### config.mk
export PLATFORM = sky130hd
export DESIGN_NAME = ccb_exec
export DESIGN_NICKNAME = d
export VERILOG_FILES = /design/src/hdl/ccb_pkg.sv /design/src/hdl/ccb_cond_if.sv /design/src/hdl/ccb_cond_eval.sv /design/src/hdl/ccb_exec.sv
export VERILOG_INCLUDE_DIRS = /design/src /design/src/hdl
export SDC_FILE = /design/constraint.sdc
export NUM_CORES = 1
export LEC_CHECK = 0
export BUFFER_PORTS_ARGS = -buffer_cell sky130_fd_sc_hd__buf_2
export CELL_PAD_IN_SITES_DETAIL_PLACEMENT = 0
export CELL_PAD_IN_SITES_GLOBAL_PLACEMENT = 1
export CORE_ASPECT_RATIO = 1.4
export CORE_MARGIN = 10
export CORE_UTILIZATION = 41
export CTS_CLUSTER_SIZE = 12
export DETAILED_ROUTE_END_ITERATION = 8
export PLACE_DENSITY = 0.81
export SKIP_LAST_GASP = 1
export SYNTH_ARGS = -nofsm -noshare
export SYNTH_HDL_FRONTEND = slang
export SYNTH_SLANG_ARGS = --single-unit
### constraint.sdc
create_clock -name CLK_SYS_I -period 4.6 [get_ports CLK_SYS_I]
set_input_delay 0.92 -clock CLK_SYS_I [delete_from_list [all_inputs] [get_ports CLK_SYS_I]]
set_output_delay 0.92 -clock CLK_SYS_I [all_outputs]
set_load 0.005 [all_outputs]
### src/hdl/ccb_regs.svh
// named constants for the condition and branch execution block
`ifndef CCB_REGS_SVH
`define CCB_REGS_SVH

// field widths
`define CCB_CC_W         4
`define CCB_IMM_W        5
`define CCB_DISP_W       9
`define CCB_BYTE_W       8

// condition codes
`define CCB_CC_WRAP      4'h0
`define CCB_CC_CARRY     4'h1
`define CCB_CC_NULL      4'h2
`define CCB_CC_NOT_HIGH  4'h3
`define CCB_CC_NEG       4'h4
`define CCB_CC_ALWAYS    4'h5
`define CCB_CC_LT        4'h6
`define CCB_CC_LE        4'h7
`define CCB_CC_NO_WRAP   4'h8
`define CCB_CC_NO_CARRY  4'h9
`define CCB_CC_NOT_NULL  4'ha
`define CCB_CC_HIGH      4'hb
`define CCB_CC_POS       4'hc
`define CCB_CC_CLAMP     4'hd
`define CCB_CC_GE        4'he
`define CCB_CC_GT        4'hf

// cycle counts (issue, repeat and latency alike)
`define CCB_CYC_BR_TAKEN 4'h2
`define CCB_CYC_BR_FAIL  4'h1
`define CCB_CYC_CONDITIONAL_MOVE     4'h1
`define CCB_CYC_SWAP     4'h1
`define CCB_CYC_RET      4'h3
`define CCB_CYC_ONE      4'h1

// program counter steps and reset values
`define CCB_PC_STEP_S    32'h2
`define CCB_PC_STEP_L    32'h4
`define CCB_PC_RESET     32'h0
`define CCB_FLAGS_RESET  5'h0

`endif

### src/hdl/ccb_pkg.sv
// types shared by the condition and branch execution block
package ccb_pkg;

  // five status flags
  typedef struct packed {
    logic clamp;
    logic carry;
    logic signed_wrap;
    logic negative;
    logic null_result;
  } ccb_flags_t;

  // operations handled here
  typedef enum logic [2:0] {
    CCB_OP_ALU      = 3'h0,
    CCB_OP_BRANCH   = 3'h1,
    CCB_OP_CONDITIONAL_MOVE_REG = 3'h2,
    CCB_OP_CONDITIONAL_MOVE_IMM = 3'h3,
    CCB_OP_BSH      = 3'h4,
    CCB_OP_BSW      = 3'h5,
    CCB_OP_TC_RET   = 3'h6,
    CCB_OP_DBG_RET  = 3'h7
  } ccb_op_t;

  // per-flag update mode
  typedef enum logic [1:0] {
    CCB_FM_KEEP   = 2'h0,
    CCB_FM_CLEAR  = 2'h1,
    CCB_FM_RESULT = 2'h2
  } ccb_fmode_t;

  typedef struct packed {
    ccb_fmode_t clamp;
    ccb_fmode_t carry;
    ccb_fmode_t signed_wrap;
    ccb_fmode_t negative;
    ccb_fmode_t null_result;
  } ccb_fmodes_t;

  // sequencer states, one-hot
  typedef enum logic [1:0] {
    CCB_ST_IDLE = 2'h1,
    CCB_ST_WAIT = 2'h2
  } ccb_state_t;

endpackage : ccb_pkg

### src/hdl/ccb_cond_if.sv
// condition code lookup carrier between sequencer and evaluator
`timescale 1ns/1ps
`include "ccb_regs.svh"
interface ccb_cond_if;
  import ccb_pkg::*;
  logic [`CCB_CC_W-1:0] code;
  ccb_flags_t           flags;
  logic                 hold;
  modport eval (input code, input flags, output hold);
  modport user (output code, output flags, input hold);
endinterface : ccb_cond_if

### src/hdl/ccb_cond_eval.sv
// combinational condition code evaluator
`timescale 1ns/1ps
`include "ccb_regs.svh"
module ccb_cond_eval (
  // condition lookup
  ccb_cond_if.eval cif
);
  import ccb_pkg::*;

  logic lt_s;

  // signed less-than term
  assign lt_s = cif.flags.negative ^ cif.flags.signed_wrap;

  // no state: decision follows current flags
  always_comb begin // RULE_13
    case (cif.code)
      `CCB_CC_WRAP:     cif.hold = cif.flags.signed_wrap; // RULE_05
      `CCB_CC_NO_WRAP:  cif.hold = !cif.flags.signed_wrap; // RULE_05
      `CCB_CC_CARRY:    cif.hold = cif.flags.carry; // RULE_01
      `CCB_CC_NO_CARRY: cif.hold = !cif.flags.carry; // RULE_01
      `CCB_CC_NULL:     cif.hold = cif.flags.null_result; // RULE_05
      `CCB_CC_NOT_NULL: cif.hold = !cif.flags.null_result; // RULE_05
      `CCB_CC_NOT_HIGH:
        cif.hold = cif.flags.carry | cif.flags.null_result; // RULE_02
      `CCB_CC_HIGH:
        cif.hold = !(cif.flags.carry | cif.flags.null_result); // RULE_02
      `CCB_CC_NEG:      cif.hold = cif.flags.negative; // RULE_05
      `CCB_CC_POS:      cif.hold = !cif.flags.negative; // RULE_05
      `CCB_CC_ALWAYS:   cif.hold = 1'b1; // RULE_05
      `CCB_CC_CLAMP:    cif.hold = cif.flags.clamp; // RULE_05
      `CCB_CC_LT:       cif.hold = lt_s; // RULE_03
      `CCB_CC_GE:       cif.hold = !lt_s; // RULE_03
      `CCB_CC_LE:
        cif.hold = lt_s | cif.flags.null_result; // RULE_04
      `CCB_CC_GT:
        cif.hold = !(lt_s | cif.flags.null_result); // RULE_04
      default:          cif.hold = 1'b0;
    endcase
  end

endmodule : ccb_cond_eval

### src/hdl/ccb_exec.sv
// condition, branch, move, byte swap and status restore execution
//
// Functional notes
// [RULE_01] code 0001 carry set, 1001 carry clear
// [RULE_02] 0011 carry or null; 1011 both clear
// [RULE_03] 0110 negative xor wrap; 1110 its inverse
// [RULE_04] 0111 adds null to that; 1111 inverse
// [RULE_05] other codes: wrap, null, negative, always, clamp
// [RULE_06] flags kept, cleared or taken from result
// [RULE_07] both returns restore flags from saved copy
// [RULE_08] issue, repeat and latency counts are honoured
// [RULE_09] taken branch adds displacement, two cycles
// [RULE_10] conditional move picks second or first source
// [RULE_11] halfword swap, wrap cleared, others updated; the code keeps clamp unchanged
// [RULE_12] word reverse, wrap cleared, others updated; the code keeps clamp unchanged
// [RULE_13] condition evaluation is combinational on flags
`timescale 1ns/1ps
`include "ccb_regs.svh"
module ccb_exec #(
  parameter int DW = 32,
  parameter int CW = 4
) (
  // clock and reset
  input  wire logic                 CLK_SYS_I,
  input  wire logic                 SRST_I,
  // instruction request
  input  wire logic                 OP_VALID_I,
  input  wire ccb_pkg::ccb_op_t     OP_KIND_I,
  input  wire logic [`CCB_CC_W-1:0] OP_COND_I,
  input  wire logic [DW-1:0]        OP_SRC1_I,
  input  wire logic [DW-1:0]        OP_SRC2_I,
  input  wire logic [`CCB_IMM_W-1:0] OP_IMM5_I,
  input  wire logic [`CCB_DISP_W-1:0] OP_DISP9_I,
  input  wire logic                 OP_WIDE_I,
  // generic flag update
  input  wire ccb_pkg::ccb_flags_t  ALU_FLAGS_I,
  input  wire ccb_pkg::ccb_fmodes_t ALU_MODES_I,
  input  wire logic [CW-1:0]        ALU_ISSUE_I,
  input  wire logic [CW-1:0]        ALU_REPEAT_I,
  input  wire logic [CW-1:0]        ALU_LAT_I,
  // saved copies for returns
  input  wire ccb_pkg::ccb_flags_t  TC_STATUS_I,
  input  wire logic [DW-1:0]        TC_PC_I,
  input  wire ccb_pkg::ccb_flags_t  DBG_STATUS_I,
  input  wire logic [DW-1:0]        DBG_PC_I,
  // answers
  output logic                      OP_READY_O,
  output logic                      COND_TRUE_O,
  output logic                      RES_VALID_O,
  output logic [DW-1:0]             RES_DATA_O,
  output logic [DW-1:0]             PC_O,
  output ccb_pkg::ccb_flags_t       FLAGS_O
);
  import ccb_pkg::*;

  ////////////////////////////////////////////////////////////////////
  // helpers

  function automatic logic [DW-1:0] sext_imm(
    input logic [`CCB_IMM_W-1:0] v);
    sext_imm = DW'($signed(v));
  endfunction : sext_imm

  function automatic logic [DW-1:0] sext_disp(
    input logic [`CCB_DISP_W-1:0] v);
    sext_disp = DW'($signed(v));
  endfunction : sext_disp

  // byte lane permutation: xor with 1 swaps pairs, with top reverses
  function automatic logic [DW-1:0] lane_perm(
    input logic [DW-1:0] w, input int sel);
    lane_perm = '0;
    for (int i = 0; i < DW / `CCB_BYTE_W; i++) begin
      lane_perm[i*`CCB_BYTE_W +: `CCB_BYTE_W] =
        w[(i ^ sel)*`CCB_BYTE_W +: `CCB_BYTE_W];
    end
  endfunction : lane_perm

  // carry of swaps: some lane of given byte count is zero
  function automatic logic lane_zero(
    input logic [DW-1:0] w, input int lb);
    lane_zero = 1'b0;
    for (int i = 0; i < DW / (lb * `CCB_BYTE_W); i++) begin
      if (((w >> (i*lb*`CCB_BYTE_W)) &
           ((DW'(1) << (lb*`CCB_BYTE_W)) - DW'(1))) == '0) begin
        lane_zero = 1'b1;
      end
    end
  endfunction : lane_zero

  function automatic logic apply_mode(
    input ccb_fmode_t m, input logic prev, input logic res);
    case (m)
      CCB_FM_CLEAR:  apply_mode = 1'b0;
      CCB_FM_RESULT: apply_mode = res;
      default:       apply_mode = prev;
    endcase
  endfunction : apply_mode

  function automatic logic [CW-1:0] at_least_one(
    input logic [CW-1:0] c);
    at_least_one = (c == '0) ? CW'(`CCB_CYC_ONE) : c;
  endfunction : at_least_one

  ////////////////////////////////////////////////////////////////////
  // declarations

  ccb_cond_if cif ();

  ccb_state_t     state;
  ccb_state_t     next_state;
  logic [CW-1:0]  wait_cnt;
  logic [CW-1:0]  blk_cnt;
  logic [CW-1:0]  next_blk;
  ccb_op_t        last_kind;
  logic           seen;
  logic           accept;
  logic           commit;
  logic           cond_hold;
  logic [DW-1:0]  fr_data;
  logic           fr_wr;
  ccb_flags_t     fr_flags;
  logic [DW-1:0]  fr_pc;
  logic [CW-1:0]  fr_lat;
  logic [CW-1:0]  fr_issue;
  logic [CW-1:0]  fr_repeat;
  logic [DW-1:0]  st_data;
  logic           st_wr;
  ccb_flags_t     st_flags;
  logic [DW-1:0]  st_pc;
  logic [DW-1:0]  cm_data;
  logic           cm_wr;
  ccb_flags_t     cm_flags;
  logic [DW-1:0]  cm_pc;

  ////////////////////////////////////////////////////////////////////
  // condition evaluation on the live flags

  assign cif.code  = OP_COND_I;
  assign cif.flags = FLAGS_O; // RULE_13
  assign cond_hold = cif.hold;

  ccb_cond_eval u_cond (
    .cif (cif.eval)
  );

  // request handshake
  assign accept = OP_VALID_I && OP_READY_O;

  ////////////////////////////////////////////////////////////////////
  // result of the presented instruction

  always_comb begin
    fr_data   = OP_SRC1_I;
    fr_wr     = 1'b0;
    fr_flags  = FLAGS_O;
    fr_pc     = PC_O + DW'(`CCB_PC_STEP_L);
    fr_lat    = CW'(`CCB_CYC_ONE);
    fr_issue  = CW'(`CCB_CYC_ONE);
    fr_repeat = CW'(`CCB_CYC_ONE);
    case (OP_KIND_I)
      CCB_OP_BRANCH: begin
        if (cond_hold) begin
          fr_pc  = PC_O + sext_disp(OP_DISP9_I); // RULE_09
          fr_lat = CW'(`CCB_CYC_BR_TAKEN); // RULE_09
        end else begin
          fr_pc  = PC_O + DW'(`CCB_PC_STEP_S);
          fr_lat = CW'(`CCB_CYC_BR_FAIL); // RULE_09
        end
        fr_issue  = fr_lat;
        fr_repeat = fr_lat;
      end
      CCB_OP_CONDITIONAL_MOVE_REG, CCB_OP_CONDITIONAL_MOVE_IMM: begin
        fr_wr = 1'b1;
        if (cond_hold) begin // RULE_10
          fr_data = (OP_KIND_I == CCB_OP_CONDITIONAL_MOVE_IMM) ?
                    sext_imm(OP_IMM5_I) : OP_SRC2_I;
        end
        fr_lat    = CW'(`CCB_CYC_CONDITIONAL_MOVE);
        fr_issue  = fr_lat;
        fr_repeat = fr_lat;
      end
      CCB_OP_BSH, CCB_OP_BSW: begin
        fr_wr = 1'b1;
        if (OP_KIND_I == CCB_OP_BSH) begin
          fr_data = lane_perm(OP_SRC1_I, 1); // RULE_11
          fr_flags.carry = lane_zero(fr_data, 2); // RULE_11
        end else begin
          fr_data = lane_perm(OP_SRC1_I,
                              DW / `CCB_BYTE_W - 1); // RULE_12
          fr_flags.carry = lane_zero(fr_data, 1); // RULE_12
        end
        fr_flags.signed_wrap = 1'b0; // RULE_11 RULE_12
        fr_flags.negative    = fr_data[DW-1];
        fr_flags.null_result = (fr_data == '0);
        fr_lat    = CW'(`CCB_CYC_SWAP);
        fr_issue  = fr_lat;
        fr_repeat = fr_lat;
      end
      CCB_OP_TC_RET, CCB_OP_DBG_RET: begin
        fr_flags  = (OP_KIND_I == CCB_OP_TC_RET) ?
                    TC_STATUS_I : DBG_STATUS_I; // RULE_07
        fr_pc     = (OP_KIND_I == CCB_OP_TC_RET) ? TC_PC_I : DBG_PC_I;
        fr_lat    = CW'(`CCB_CYC_RET);
        fr_issue  = fr_lat;
        fr_repeat = fr_lat;
      end
      default: begin
        // generic flag update with per-flag mode
        fr_flags.clamp = apply_mode(ALU_MODES_I.clamp, FLAGS_O.clamp,
                                    ALU_FLAGS_I.clamp); // RULE_06
        fr_flags.carry = apply_mode(ALU_MODES_I.carry, FLAGS_O.carry,
                                    ALU_FLAGS_I.carry); // RULE_06
        fr_flags.signed_wrap = apply_mode(ALU_MODES_I.signed_wrap,
          FLAGS_O.signed_wrap, ALU_FLAGS_I.signed_wrap); // RULE_06
        fr_flags.negative = apply_mode(ALU_MODES_I.negative,
          FLAGS_O.negative, ALU_FLAGS_I.negative); // RULE_06
        fr_flags.null_result = apply_mode(ALU_MODES_I.null_result,
          FLAGS_O.null_result, ALU_FLAGS_I.null_result); // RULE_06
        fr_pc = PC_O + (OP_WIDE_I ? DW'(`CCB_PC_STEP_L)
                                  : DW'(`CCB_PC_STEP_S));
        fr_lat    = at_least_one(ALU_LAT_I);
        fr_issue  = at_least_one(ALU_ISSUE_I);
        fr_repeat = at_least_one(ALU_REPEAT_I);
      end
    endcase
  end

  ////////////////////////////////////////////////////////////////////
  // latency sequencer

  assign commit = (accept && fr_lat == CW'(`CCB_CYC_ONE)) ||
                  (state == CCB_ST_WAIT &&
                   wait_cnt == CW'(`CCB_CYC_ONE)); // RULE_08

  // committed values: fresh when immediate, else staged
  assign cm_data  = (state == CCB_ST_IDLE) ? fr_data  : st_data;
  assign cm_wr    = (state == CCB_ST_IDLE) ? fr_wr    : st_wr;
  assign cm_flags = (state == CCB_ST_IDLE) ? fr_flags : st_flags;
  assign cm_pc    = (state == CCB_ST_IDLE) ? fr_pc    : st_pc;

  // next state
  always_comb begin
    case (state)
      CCB_ST_IDLE:
        next_state = (accept && fr_lat != CW'(`CCB_CYC_ONE)) ?
                     CCB_ST_WAIT : CCB_ST_IDLE;
      CCB_ST_WAIT:
        next_state = commit ? CCB_ST_IDLE : CCB_ST_WAIT;
      default:
        next_state = CCB_ST_IDLE;
    endcase
  end

  // state and latency counter
  always_ff @(posedge CLK_SYS_I) begin
    if (SRST_I) begin
      state    <= CCB_ST_IDLE;
      wait_cnt <= '0;
    end else begin
      state <= next_state;
      if (accept) begin
        wait_cnt <= fr_lat - CW'(`CCB_CYC_ONE);
      end else if (wait_cnt != '0) begin
        wait_cnt <= wait_cnt - CW'(`CCB_CYC_ONE);
      end
    end
  end

  // issue or repeat spacing
  always_comb begin
    if (accept) begin
      next_blk = ((seen && OP_KIND_I == last_kind) ? fr_repeat
                  : fr_issue) - CW'(`CCB_CYC_ONE); // RULE_08
    end else if (blk_cnt != '0) begin
      next_blk = blk_cnt - CW'(`CCB_CYC_ONE);
    end else begin
      next_blk = '0;
    end
  end

  // ready and last instruction tracking
  always_ff @(posedge CLK_SYS_I) begin
    if (SRST_I) begin
      blk_cnt     <= '0;
      OP_READY_O  <= 1'b0;
      last_kind   <= CCB_OP_ALU;
      seen        <= 1'b0;
      COND_TRUE_O <= 1'b0;
    end else begin
      blk_cnt    <= next_blk;
      OP_READY_O <= (next_blk == '0) &&
                    (next_state == CCB_ST_IDLE); // RULE_08
      if (accept) begin
        last_kind   <= OP_KIND_I;
        seen        <= 1'b1;
        COND_TRUE_O <= cond_hold;
      end
    end
  end

  // staging for multi-cycle latency
  always_ff @(posedge CLK_SYS_I) begin
    if (SRST_I) begin
      st_data  <= '0;
      st_wr    <= 1'b0;
      st_flags <= `CCB_FLAGS_RESET;
      st_pc    <= `CCB_PC_RESET;
    end else if (accept) begin
      st_data  <= fr_data;
      st_wr    <= fr_wr;
      st_flags <= fr_flags;
      st_pc    <= fr_pc;
    end
  end

  // architectural flags and program counter
  always_ff @(posedge CLK_SYS_I) begin
    if (SRST_I) begin
      FLAGS_O <= `CCB_FLAGS_RESET;
      PC_O    <= `CCB_PC_RESET;
    end else if (commit) begin
      FLAGS_O <= cm_flags; // RULE_06 RULE_07
      PC_O    <= cm_pc; // RULE_09
    end
  end

  // register file write port
  always_ff @(posedge CLK_SYS_I) begin
    if (SRST_I) begin
      RES_VALID_O <= 1'b0;
      RES_DATA_O  <= '0;
    end else begin
      RES_VALID_O <= commit && cm_wr;
      if (commit && cm_wr) begin
        RES_DATA_O <= cm_data; // RULE_10
      end
    end
  end
endmodule : ccb_exec

# Yosys cells after proc, flatten, opt, wreduce, memory -nomap -nowiden
# Index checks and enable logic that the tools add are counted.
# totals
regBits	156
output_inout_bits	72
# op_classes
add_sub_neg	8
n_eq_ne	39
muxes	45
bitwise_logic	3
n_reduce_logical	36
# op_table
cell	count
two-way mux 32 bit	8
zero test 32 bit	7
one-hot mux 32 bit (3 select lines)	1
one-hot mux 32 bit (2 select lines)	1
one-hot mux 4 bit (3 select lines)	4
adder 32 x 2 -> 32 bit, second input constant	1
adder 32 x 3 -> 32 bit	1
adder 32 x 3 -> 32 bit, second input constant	1
adder 32 bit	1
== test 4 bit, second input constant	8
two-way mux 4 bit	8
zero test 4 bit	5
== test 4 x 3 -> 1 bit, second input constant	4
one-hot mux 1 bit (16 select lines)	1
subtractor 4 x 1 -> 4 bit, second input constant	4
== test 2 x 1 -> 1 bit, second input constant	7
== test 2 bit, second input constant	6
== test 3 bit, second input constant	4
== test 4 x 1 -> 1 bit, second input constant	3
one-hot mux 1 bit (2 select lines)	6
two-way mux 5 bit	2
two-way mux 1 bit	9
== test 4 x 2 -> 1 bit, second input constant	2
nonzero test 4 bit	2
17 further kinds	35

# Depth between registers and ports, before layout
# Gate-level depths: netlist of the first run.
# logic_depth
depth_word	13
ltp_mapped	16

# Modules after synthesis
# A second synthesis of the first run with hierarchy kept.
# unflattened
cells_unflattened	1840
area_unflattened_um2	13126.3
# modules_own_cells
mod	instances	cells_per_inst	area_per_inst_um2	seq_area_each_um2
ccb_exec	1	1820	12993.7	3123.0
ccb_cond_eval	1	20	132.6	0.0

# Worst setup path after synthesis of the first run
# Ideal clock, no wire load.
# synth_path
path_type	input to register
start	in OP_COND_I[1]
end	reg RES_DATA_O[22]
setup_ns	0.070
t_arrival_ns	3.935
t_required_ns	4.530
setup_slack_ns	0.595
stages	15
n_path_buf	3
path_cell_list	a22o_1 -> or3_1 -> a21oi_2 -> nor3_4 -> clkbuf_1 -> a211oi_1 -> ha_1 -> o21ai_1 -> o21a_1 -> or2_2 -> clkbuf_1 -> clkbuf_1 -> nor3b_1 -> a21oi_1 -> a21oi_1
# synth_between
elab_chain_len	8
# synth_rtl
item	line_no	text
from (decl)	ccb_exec.sv:29	input wire logic [`CCB_CC_W-1:0] OP_COND_I,
== test 4 bit, or another cell as far along	ccb_cond_eval.sv:17	case (cif.code)
one-hot mux 1 bit (16 select lines) (*)	ccb_cond_eval.sv:17	
two-way mux 2 bit	ccb_exec.sv:163	if (cond_hold) begin
one-hot mux 4 bit (3 select lines)	ccb_exec.sv:161	case (OP_KIND_I)
== test 4 x 1 -> 1 bit	ccb_exec.sv:232	assign commit = (accept && fr_lat == CW'(`CCB_CYC_ONE)) ||
logical AND 1 bit	ccb_exec.sv:232	
logical OR 1 bit	ccb_exec.sv:232	
logical AND 1 bit	ccb_exec.sv:335	if (commit && cm_wr) begin
to (signal assigned)	ccb_exec.sv:336	RES_DATA_O <= cm_data;
to (decl)	ccb_exec.sv:50	output logic [DW-1:0] RES_DATA_O,
# Every way passes the cells marked *; elsewhere a longest branch is shown, timed or not.
# A chain may end at the register's enable or synchronous reset.

# Final worst setup path of the first run
# layout_path
start	in OP_COND_I[1]
end	reg PC_O[21]
# layout_between
elab_chain_len	7
# layout_rtl
item	line_no	text
== test 4 bit, or another cell as far along	ccb_cond_eval.sv:17	
one-hot mux 1 bit (16 select lines) (*)	ccb_cond_eval.sv:17	
two-way mux 2 bit	ccb_exec.sv:163	
one-hot mux 4 bit (3 select lines)	ccb_exec.sv:161	
== test 4 x 1 -> 1 bit	ccb_exec.sv:232	
logical AND 1 bit	ccb_exec.sv:232	
logical OR 1 bit	ccb_exec.sv:232	
to (signal assigned)	ccb_exec.sv:321	PC_O <= `CCB_PC_RESET;
to (signal assigned)	ccb_exec.sv:324	PC_O <= cm_pc;
to (decl)	ccb_exec.sv:51	output logic [DW-1:0] PC_O,
# Marks and branches as above.

==> results of run 1 <==
## cells by family after synthesis
logic type / synth area share
flops: 0.237
compound gates: 0.322
buf+inv: 0.0563
mux: 0.0439
simple gates: 0.225
fa+ha+maj: 0.0485
xor+xnor: 0.0683
## layout by cell type, fill, tap and decap left out, types with 8 or more instances in the layout
cell	count
buf_2	259
a21oi_1	225
nand2_1	214
nor2_1	179
dfxtp_1	156
o21ai_0	116
xnor2_1	59
buf_4	51
mux2i_1	50
o211ai_1	49
ha_1	47
xor2_1	44
a211oi_1	44
nor3_1	39
nand3_1	31
inv_1	29
a31oi_1	26
a21o_1	25
nand2b_1	25
a311oi_1	23
nand4_1	22
o22ai_1	20
and4_1	19
a221oi_1	17
clkbuf_16	17
or3_1	13
a2bb2oi_1	13
and3_1	13
nor4_1	12
o21a_1	10
nor3b_1	10
a211o_1	10
and2_1	8
## worst max-delay path, stage by stage
cell and delay [ns]:
buf_2 0.11, a22o_1 0.23, or3_1 0.38, a21oi_2 0.36
nor3_4 0.09, a211oi_1 0.39, ha_1 0.22, o21ai_1 0.12
o21ai_2 0.56, nand3_1 0.47, o21ai_0 0.32
## flip-flops by register name, indices dropped and copies added, names as in the netlist, 4 cells and up
register,cells
st_flags,5
PC_O,32
wait_cnt,4
RES_DATA_O,32
st_data,32
FLAGS_O,5
st_pc,32
blk_cnt,4
## stage by stage
stage | instances | setup WS, ns | cell area, µm²
after floorplan | 1837 | 0.595 | 13200
after global placement | 2388 | 0.495 | 14800
after detailed placement | 2388 | 0.339 | 14800
after CTS | 2420 | 0.804 | 15400
after global routing | 2421 | 0.596 | 15400
final | 2422 | 0.756 | 15400
## worst paths after layout
| kind | start | to | cells past startpoint |
|---|---|---|---|
| worst max-delay path | OP_COND_I[1] | PC_O[21] | 11 |
| worst min-delay path | st_data[26] | st_data[26] | 2 |
| worst max register to register | PC_O[1] | PC_O[15] | 12 |
| worst min register to register | st_data[26] | st_data[26] | 2 |
## final cells by class
| class | instances | area (µm²) |
|---|---|---|
| repair buffers | 310 | 1680 |
| fillers | 3276 | 16300 |
| flip-flops and latches | 156 | 3120 |
| diodes | 2 | 5.00 |
| well taps | 395 | 494 |
| multi-input cells | 1497 | 9360 |
| clock buffers | 19 | 443 |
| clock inverters | 13 | 169 |
| inverters | 30 | 113 |
## cell usage after synthesis, types with 7 or more instances
master and instances:
a211o_1 10, a211oi_1 44, a21o_1 25, a21oi_1 225
a221oi_1 17, a22oi_1 7, a2bb2oi_1 13, a311oi_1 23
a31oi_1 26, and2_1 9, and3_1 13, and4_1 19
buf_1 14, buf_2 26, clkbuf_1 108, dfxtp_1 156
ha_1 48, inv_1 29, mux2_2 7, mux2i_1 50
nand2_1 215, nand2b_1 25, nand3_1 31, nand4_1 22
nor2_1 182, nor2b_1 7, nor3_1 39, nor3b_1 10
nor4_1 12, o211ai_1 49, o21a_1 10, o21ai_0 117
o21bai_1 7, o221ai_1 7, o22ai_1 20, or3_1 13
xnor2_1 59, xor2_1 44
## routing by layer
layer,up-vias,track usage
li1,7105,-
met1,7198,0.302
met2,736,0.500
met3,224,0.0492
met4,6,0.222
met5,-,0
## report_power, final
group	total (mW)	switching [mW]	internal, mW
Sequential	1.68	0.165	1.51
Clock	1.51	0.666	0.840
Combinational	1.79	1.14	0.647
Total	4.97	1.97	3.00
==> metrics.md, run 1 <==
| Metric | Value |
|---|---|
| Port Buffers | `261` |
| Via count | `15.3k` |
| Max_slew headroom | `0.386` |
| Ys Warns | `0` |
| Crit start category | `input port` |
| DR vias/cell | `6.30` |
| Setup_tns | `0 ns` |
| Static leakage | `6.25 nW` |
| Crit Path Category | `input port to register` |
| Clock Pin Slew Worst Setup and Hold Paths | `0.07 ns` |
| CTS tree | `done` |
| Die height | `232 µm` |
| Clock latency on the worst-skew pair | `0.44 ns` |
| Drt pass-1 iters | `5` |
| GRT Util Overall | `0.288` |
| Synth unique cells | `85` |
| Max-cap violation count | `0` |
| Synth area leaders | `dfxtp_1, a21oi_1, nand2_1` |
| Post-CTS Setup Bufs | `0` |
| Syn_nets | `2077` |
| WL met2 | `29.9 mm` |
| HPWL Detailed | `45.5 mm` |
| Min Tclk post-route | `3.84 ns` |
| Total wire length | `59.6 mm` |
| Share of the synthesized area in the top cell type | `0.237` |
| Max Slew Vio Count | `0` |
| Core area | `31700 µm²` |
| Pwr/cell area | `323 nW/µm²` |
| Drt wl/cell | `24.6 µm` |
| CTS Buf Count | `17` |
| Hold Slack | `0.453 ns` |
| Full die area | `39900 µm²` |
| Primary FF master, synth | `dfxtp_1` |
| Max Fanout on Critical Path | `13` |
| Cell Area, Synth | `13200 µm²` |
| Row cnt | `77` |
| Min-Delay Path Class | `register to register` |
| Die width | `172 µm` |
| Final Cycle Share | `0.836` |
| Initial antenna violation count | `4` |
| Nets | `2252` |
| Post-CTS Hold Buffers | `0` |
| Reg2reg setup slack | `0.88 ns` |
| # resized after CTS | `0` |
| Met1 wire length | `20.9 mm` |
| Area Overhead vs Synth | `16.6%` |
| Maximum number of pins on one net before global-route repair | `79` |
| Hold Fails Final Rpt | `0` |
| F_max | `260 MHz` |
| First-pass GRT wire length | `88.3 mm` |
| Crit end category | `register` |
| Clock Sinks | `156` |
| Fraction of layout cells with a size suffix above 1 | `0.191` |
| Top sig layer | `met5` |
| Met3 wire len | `3.88 mm` |
| Status | `complete, no violations` |
| Syn Area/Cell | `7.19 µm²` |
| Ys async rst share | `0` |
| Final setup viols | `0` |
| Final core utilization | `0.485` |
| Count of flip-flops with a built-in enable after synthesis | `0` |
| Worst-Margin Slew | `0.921 ns` |
| Gr ovfl total | `0` |
| Max Buffers Root-to-Sink | `2` |
| Overall Power | `4.97 mW` |
| VDD IR max | `223 µV` |
| Root Buffer Master | `clkbuf_16` |
| Final clock skew | `0.0127 ns` |
| Vias in the first global route | `14.9k` |
| Req. time, crit path | `4.95 ns` |
| DRC | `0` |
| Iteration-0 DRC Markers | `1413` |
| Initial core utilization | `0.416` |
| Cells after Synth | `1837` |
| H-Tree Depth | `4` |
| RD Place Congestion | `0.992` |
| RSZ-0062 raised after global routing | `no` |
| Synthesized flop and latch total | `156` |
| Sequential area share after synthesis | `0.237` |
| IO Pins | `262` |
| Arrival time worst endpoint | `4.19 ns` |
| ANT nets after route | `0` |
| Cell accounting for the most synthesized area | `dfxtp_1` |
Note: power is estimated with default switching activity, not from simulation.
==> run 2: changes to the inputs <==
--- a/config.mk
+++ b/config.mk
@@ -11,10 +11,10 @@
 export CELL_PAD_IN_SITES_GLOBAL_PLACEMENT = 1
 export CORE_ASPECT_RATIO = 1.4
 export CORE_MARGIN = 10
-export CORE_UTILIZATION = 41
+export CORE_UTILIZATION = 37
 export CTS_CLUSTER_SIZE = 12
 export DETAILED_ROUTE_END_ITERATION = 8
-export PLACE_DENSITY = 0.81
+export PLACE_DENSITY = 0.77
 export SKIP_LAST_GASP = 1
 export SYNTH_ARGS = -nofsm -noshare
 export SYNTH_HDL_FRONTEND = slang
==> constraint.sdc (replaced) <==
create_clock -name CLK_SYS_I -period 3.3 [get_ports CLK_SYS_I]
set_input_delay 0.66 -clock CLK_SYS_I [delete_from_list [all_inputs] [get_ports CLK_SYS_I]]
set_output_delay 0.66 -clock CLK_SYS_I [all_outputs]
set_load 0.005 [all_outputs]
==> run 2 against run 1 <==
Against the previous run: power increased by 47%; cell area grew 11%; highest routed layer unchanged; routed wire length grew 8.1%; hold slack got worse by 0.00080 ns; sequential cell count unchanged; critical path type is now register to register; register-to-register slack worse by 0.70 ns; sequential power grew 36%; global-route usage decreased by 0.98 points; first-iteration DRC count is the same; largest cell class unchanged; count of clock-buffer cells in the layout rose by 1; final cell count up 11%; die area up 9.7%; critical endpoint unchanged.
==> metrics.md, run 2 (synthesized netlist as in run 1, its figures left out) <==
| Metric | Value |
|---|---|
| Status | `complete, no violations` |
| Most frequent cells in the layout | `buf_2, buf_4, a21oi_1` |
| Reg2reg setup slack | `0.18 ns` |
| Die height | `243 µm` |
| Core area | `35100 µm²` |
| Initial antenna violation count | `3` |
| P_int | `4.45 mW` |
| Maximum number of pins on one net before global-route repair | `131` |
| IO Pins | `262` |
| CTS Buf Count | `17` |
| Setup_tns | `0 ns` |
| Via count | `16.1k` |
| Max Slew Vio Count | `0` |
| Commonest non-fill, non-tap cell in the layout | `buf_2` |
| Min-Delay Path Class | `register to register` |
| ANT nets after route | `0` |
| Post-CTS Setup Bufs | `0` |
| Switch Pwr | `2.84 mW` |
| Min Tclk post-route | `3.12 ns` |
| Hold Fails Final Rpt | `0` |
| Port Buffers | `261` |
| F_max | `320 MHz` |
| # resized after CTS | `1` |
| Max-cap violation count | `0` |
| Static leakage | `7.29 nW` |
| Share of power burned in registers | `0.314` |
| Gr ovfl total | `0` |
| RD Place Congestion | `1.02` |
| Final setup viols | `0` |
| Clock latency on the worst-skew pair | `0.46 ns` |
| HPWL Detailed | `50.8 mm` |
| Final instance area | `17200 µm²` |
| Clock Sinks | `156` |
| Fraction of layout cells with a size suffix above 1 | `0.269` |
| First-pass GRT wire length | `95.0 mm` |
| Full die area | `43700 µm²` |
| Final Cycle Share | `0.947` |
| Drt pass-1 iters | `6` |
| DRC | `0` |
| Max Fanout on Critical Path | `5` |
| RSZ-0062 raised after global routing | `no` |
| Drt wl/cell | `24.0 µm` |
| Arrival time worst endpoint | `3.46 ns` |
| Area Overhead vs Synth | `29.9%` |
| Row cnt | `81` |
| Crit end category | `register` |
| Clk pwr share | `0.288` |
| Max Buffers Root-to-Sink | `2` |
| DR vias/cell | `6.00` |
| FILL cells | `3608` |
| Nets | `2456` |
| Req. time, crit path | `3.63 ns` |
| Initial core utilization | `0.376` |
| Post-CTS Hold Buffers | `0` |
| Part of the power in combinational logic | `0.398` |
| Worst-Margin Slew | `0.775 ns` |
| VDD IR max | `399 µV` |
| Crit start category | `register` |
| CTS tree | `done` |
| H-Tree Depth | `4` |
| Non-filler cells, final | `2686` |
| GRT Util Overall | `0.278` |
| Final clock skew | `0.0107 ns` |
| Vias in the first global route | `15.8k` |
| Max_slew headroom | `0.483` |
| Die width | `180 µm` |
| Crit Path Category | `register to register` |
| Pwr/cell area | `425 nW/µm²` |
| Clock Pin Slew Worst Setup and Hold Paths | `0.07 ns` |
| Switching portion of total power | `0.390` |
| Cell Area, Placed | `16500 µm²` |
| Placed cells | `2653` |
| Iteration-0 DRC Markers | `1413` |
| Root Buffer Master | `clkbuf_16` |
| Total wire length | `64.4 mm` |
-- run 2: cell count changes in the layout (fill, tap and decap cells not counted), sizes merged --
cell    before  now
clkinv       4    3
diode        2    1
clkbuf      19   20
buf        310  514
-- run 2: critical path: stages (launching register included) --
cell and delay [ns]:
dfxtp_1 0.49, ha_1 0.30, buf_4 0.15, o211ai_1 0.08
o21bai_1 0.15, o2111ai_2 0.33, a211oi_1 0.13, buf_4 0.16
or2_2 0.29, xnor2_1 0.22, nor2_1 0.13, o32ai_1 0.42
o21ai_0 0.15
-- run 2: final timing paths --
path                   start    endpoint  cells past startpoint
setup / recovery     PC_O[3]    PC_O[21]                     12
hold / removal    st_data[7]  st_data[7]                      2
setup reg to reg     PC_O[3]    PC_O[21]                     12
hold reg to reg   st_data[7]  st_data[7]                      2
-- run 2: layer usage --
metal / global-route usage / wire, µm
met5: 0 / 26
met4: 0.201 / 5090
met3: 0.0464 / 3870
met2: 0.495 / 31900
met1: 0.291 / 23500
-- run 2: power by group through the flow --
stage,logic (mW),clock network [mW],registers (mW)
2_1_floorplan,1.66,0,2.27
3_3_place_gp,2.82,0,2.32
3_5_place_dp,2.86,0,2.33
4_1_cts,2.87,2.12,2.29
5_1_grt,3.14,2.20,2.31
6_report,2.91,2.10,2.29
-- run 2: layout make-up --
class                   count  area [µm²]  area share
diodes                      1        2.50    0.000146
multi-input cells        1497        9410       0.549
well taps                 456         571      0.0333
clock inverters            12         146     0.00854
clock buffers              20         457      0.0266
inverters                  30         113     0.00657
flip-flops and latches    156        3130       0.182
repair buffers            514        3320       0.194
-- run 2: metrics by stage --
stage | worst slack [ns] | hold slack [ns] | util | power (mW)
CTS | 0.117 | 0.453 | 0.489 | 7.27
detailed placement | -0.294 | 0.443 | 0.472 | 5.19
finish | 0.175 | 0.453 | 0.489 | 7.30
floorplan | -0.0959 | 0.431 | - | 3.94
global route | 0.0240 | 0.473 | 0.489 | 7.65
global placement | -0.259 | 0.439 | 0.472 | 5.14
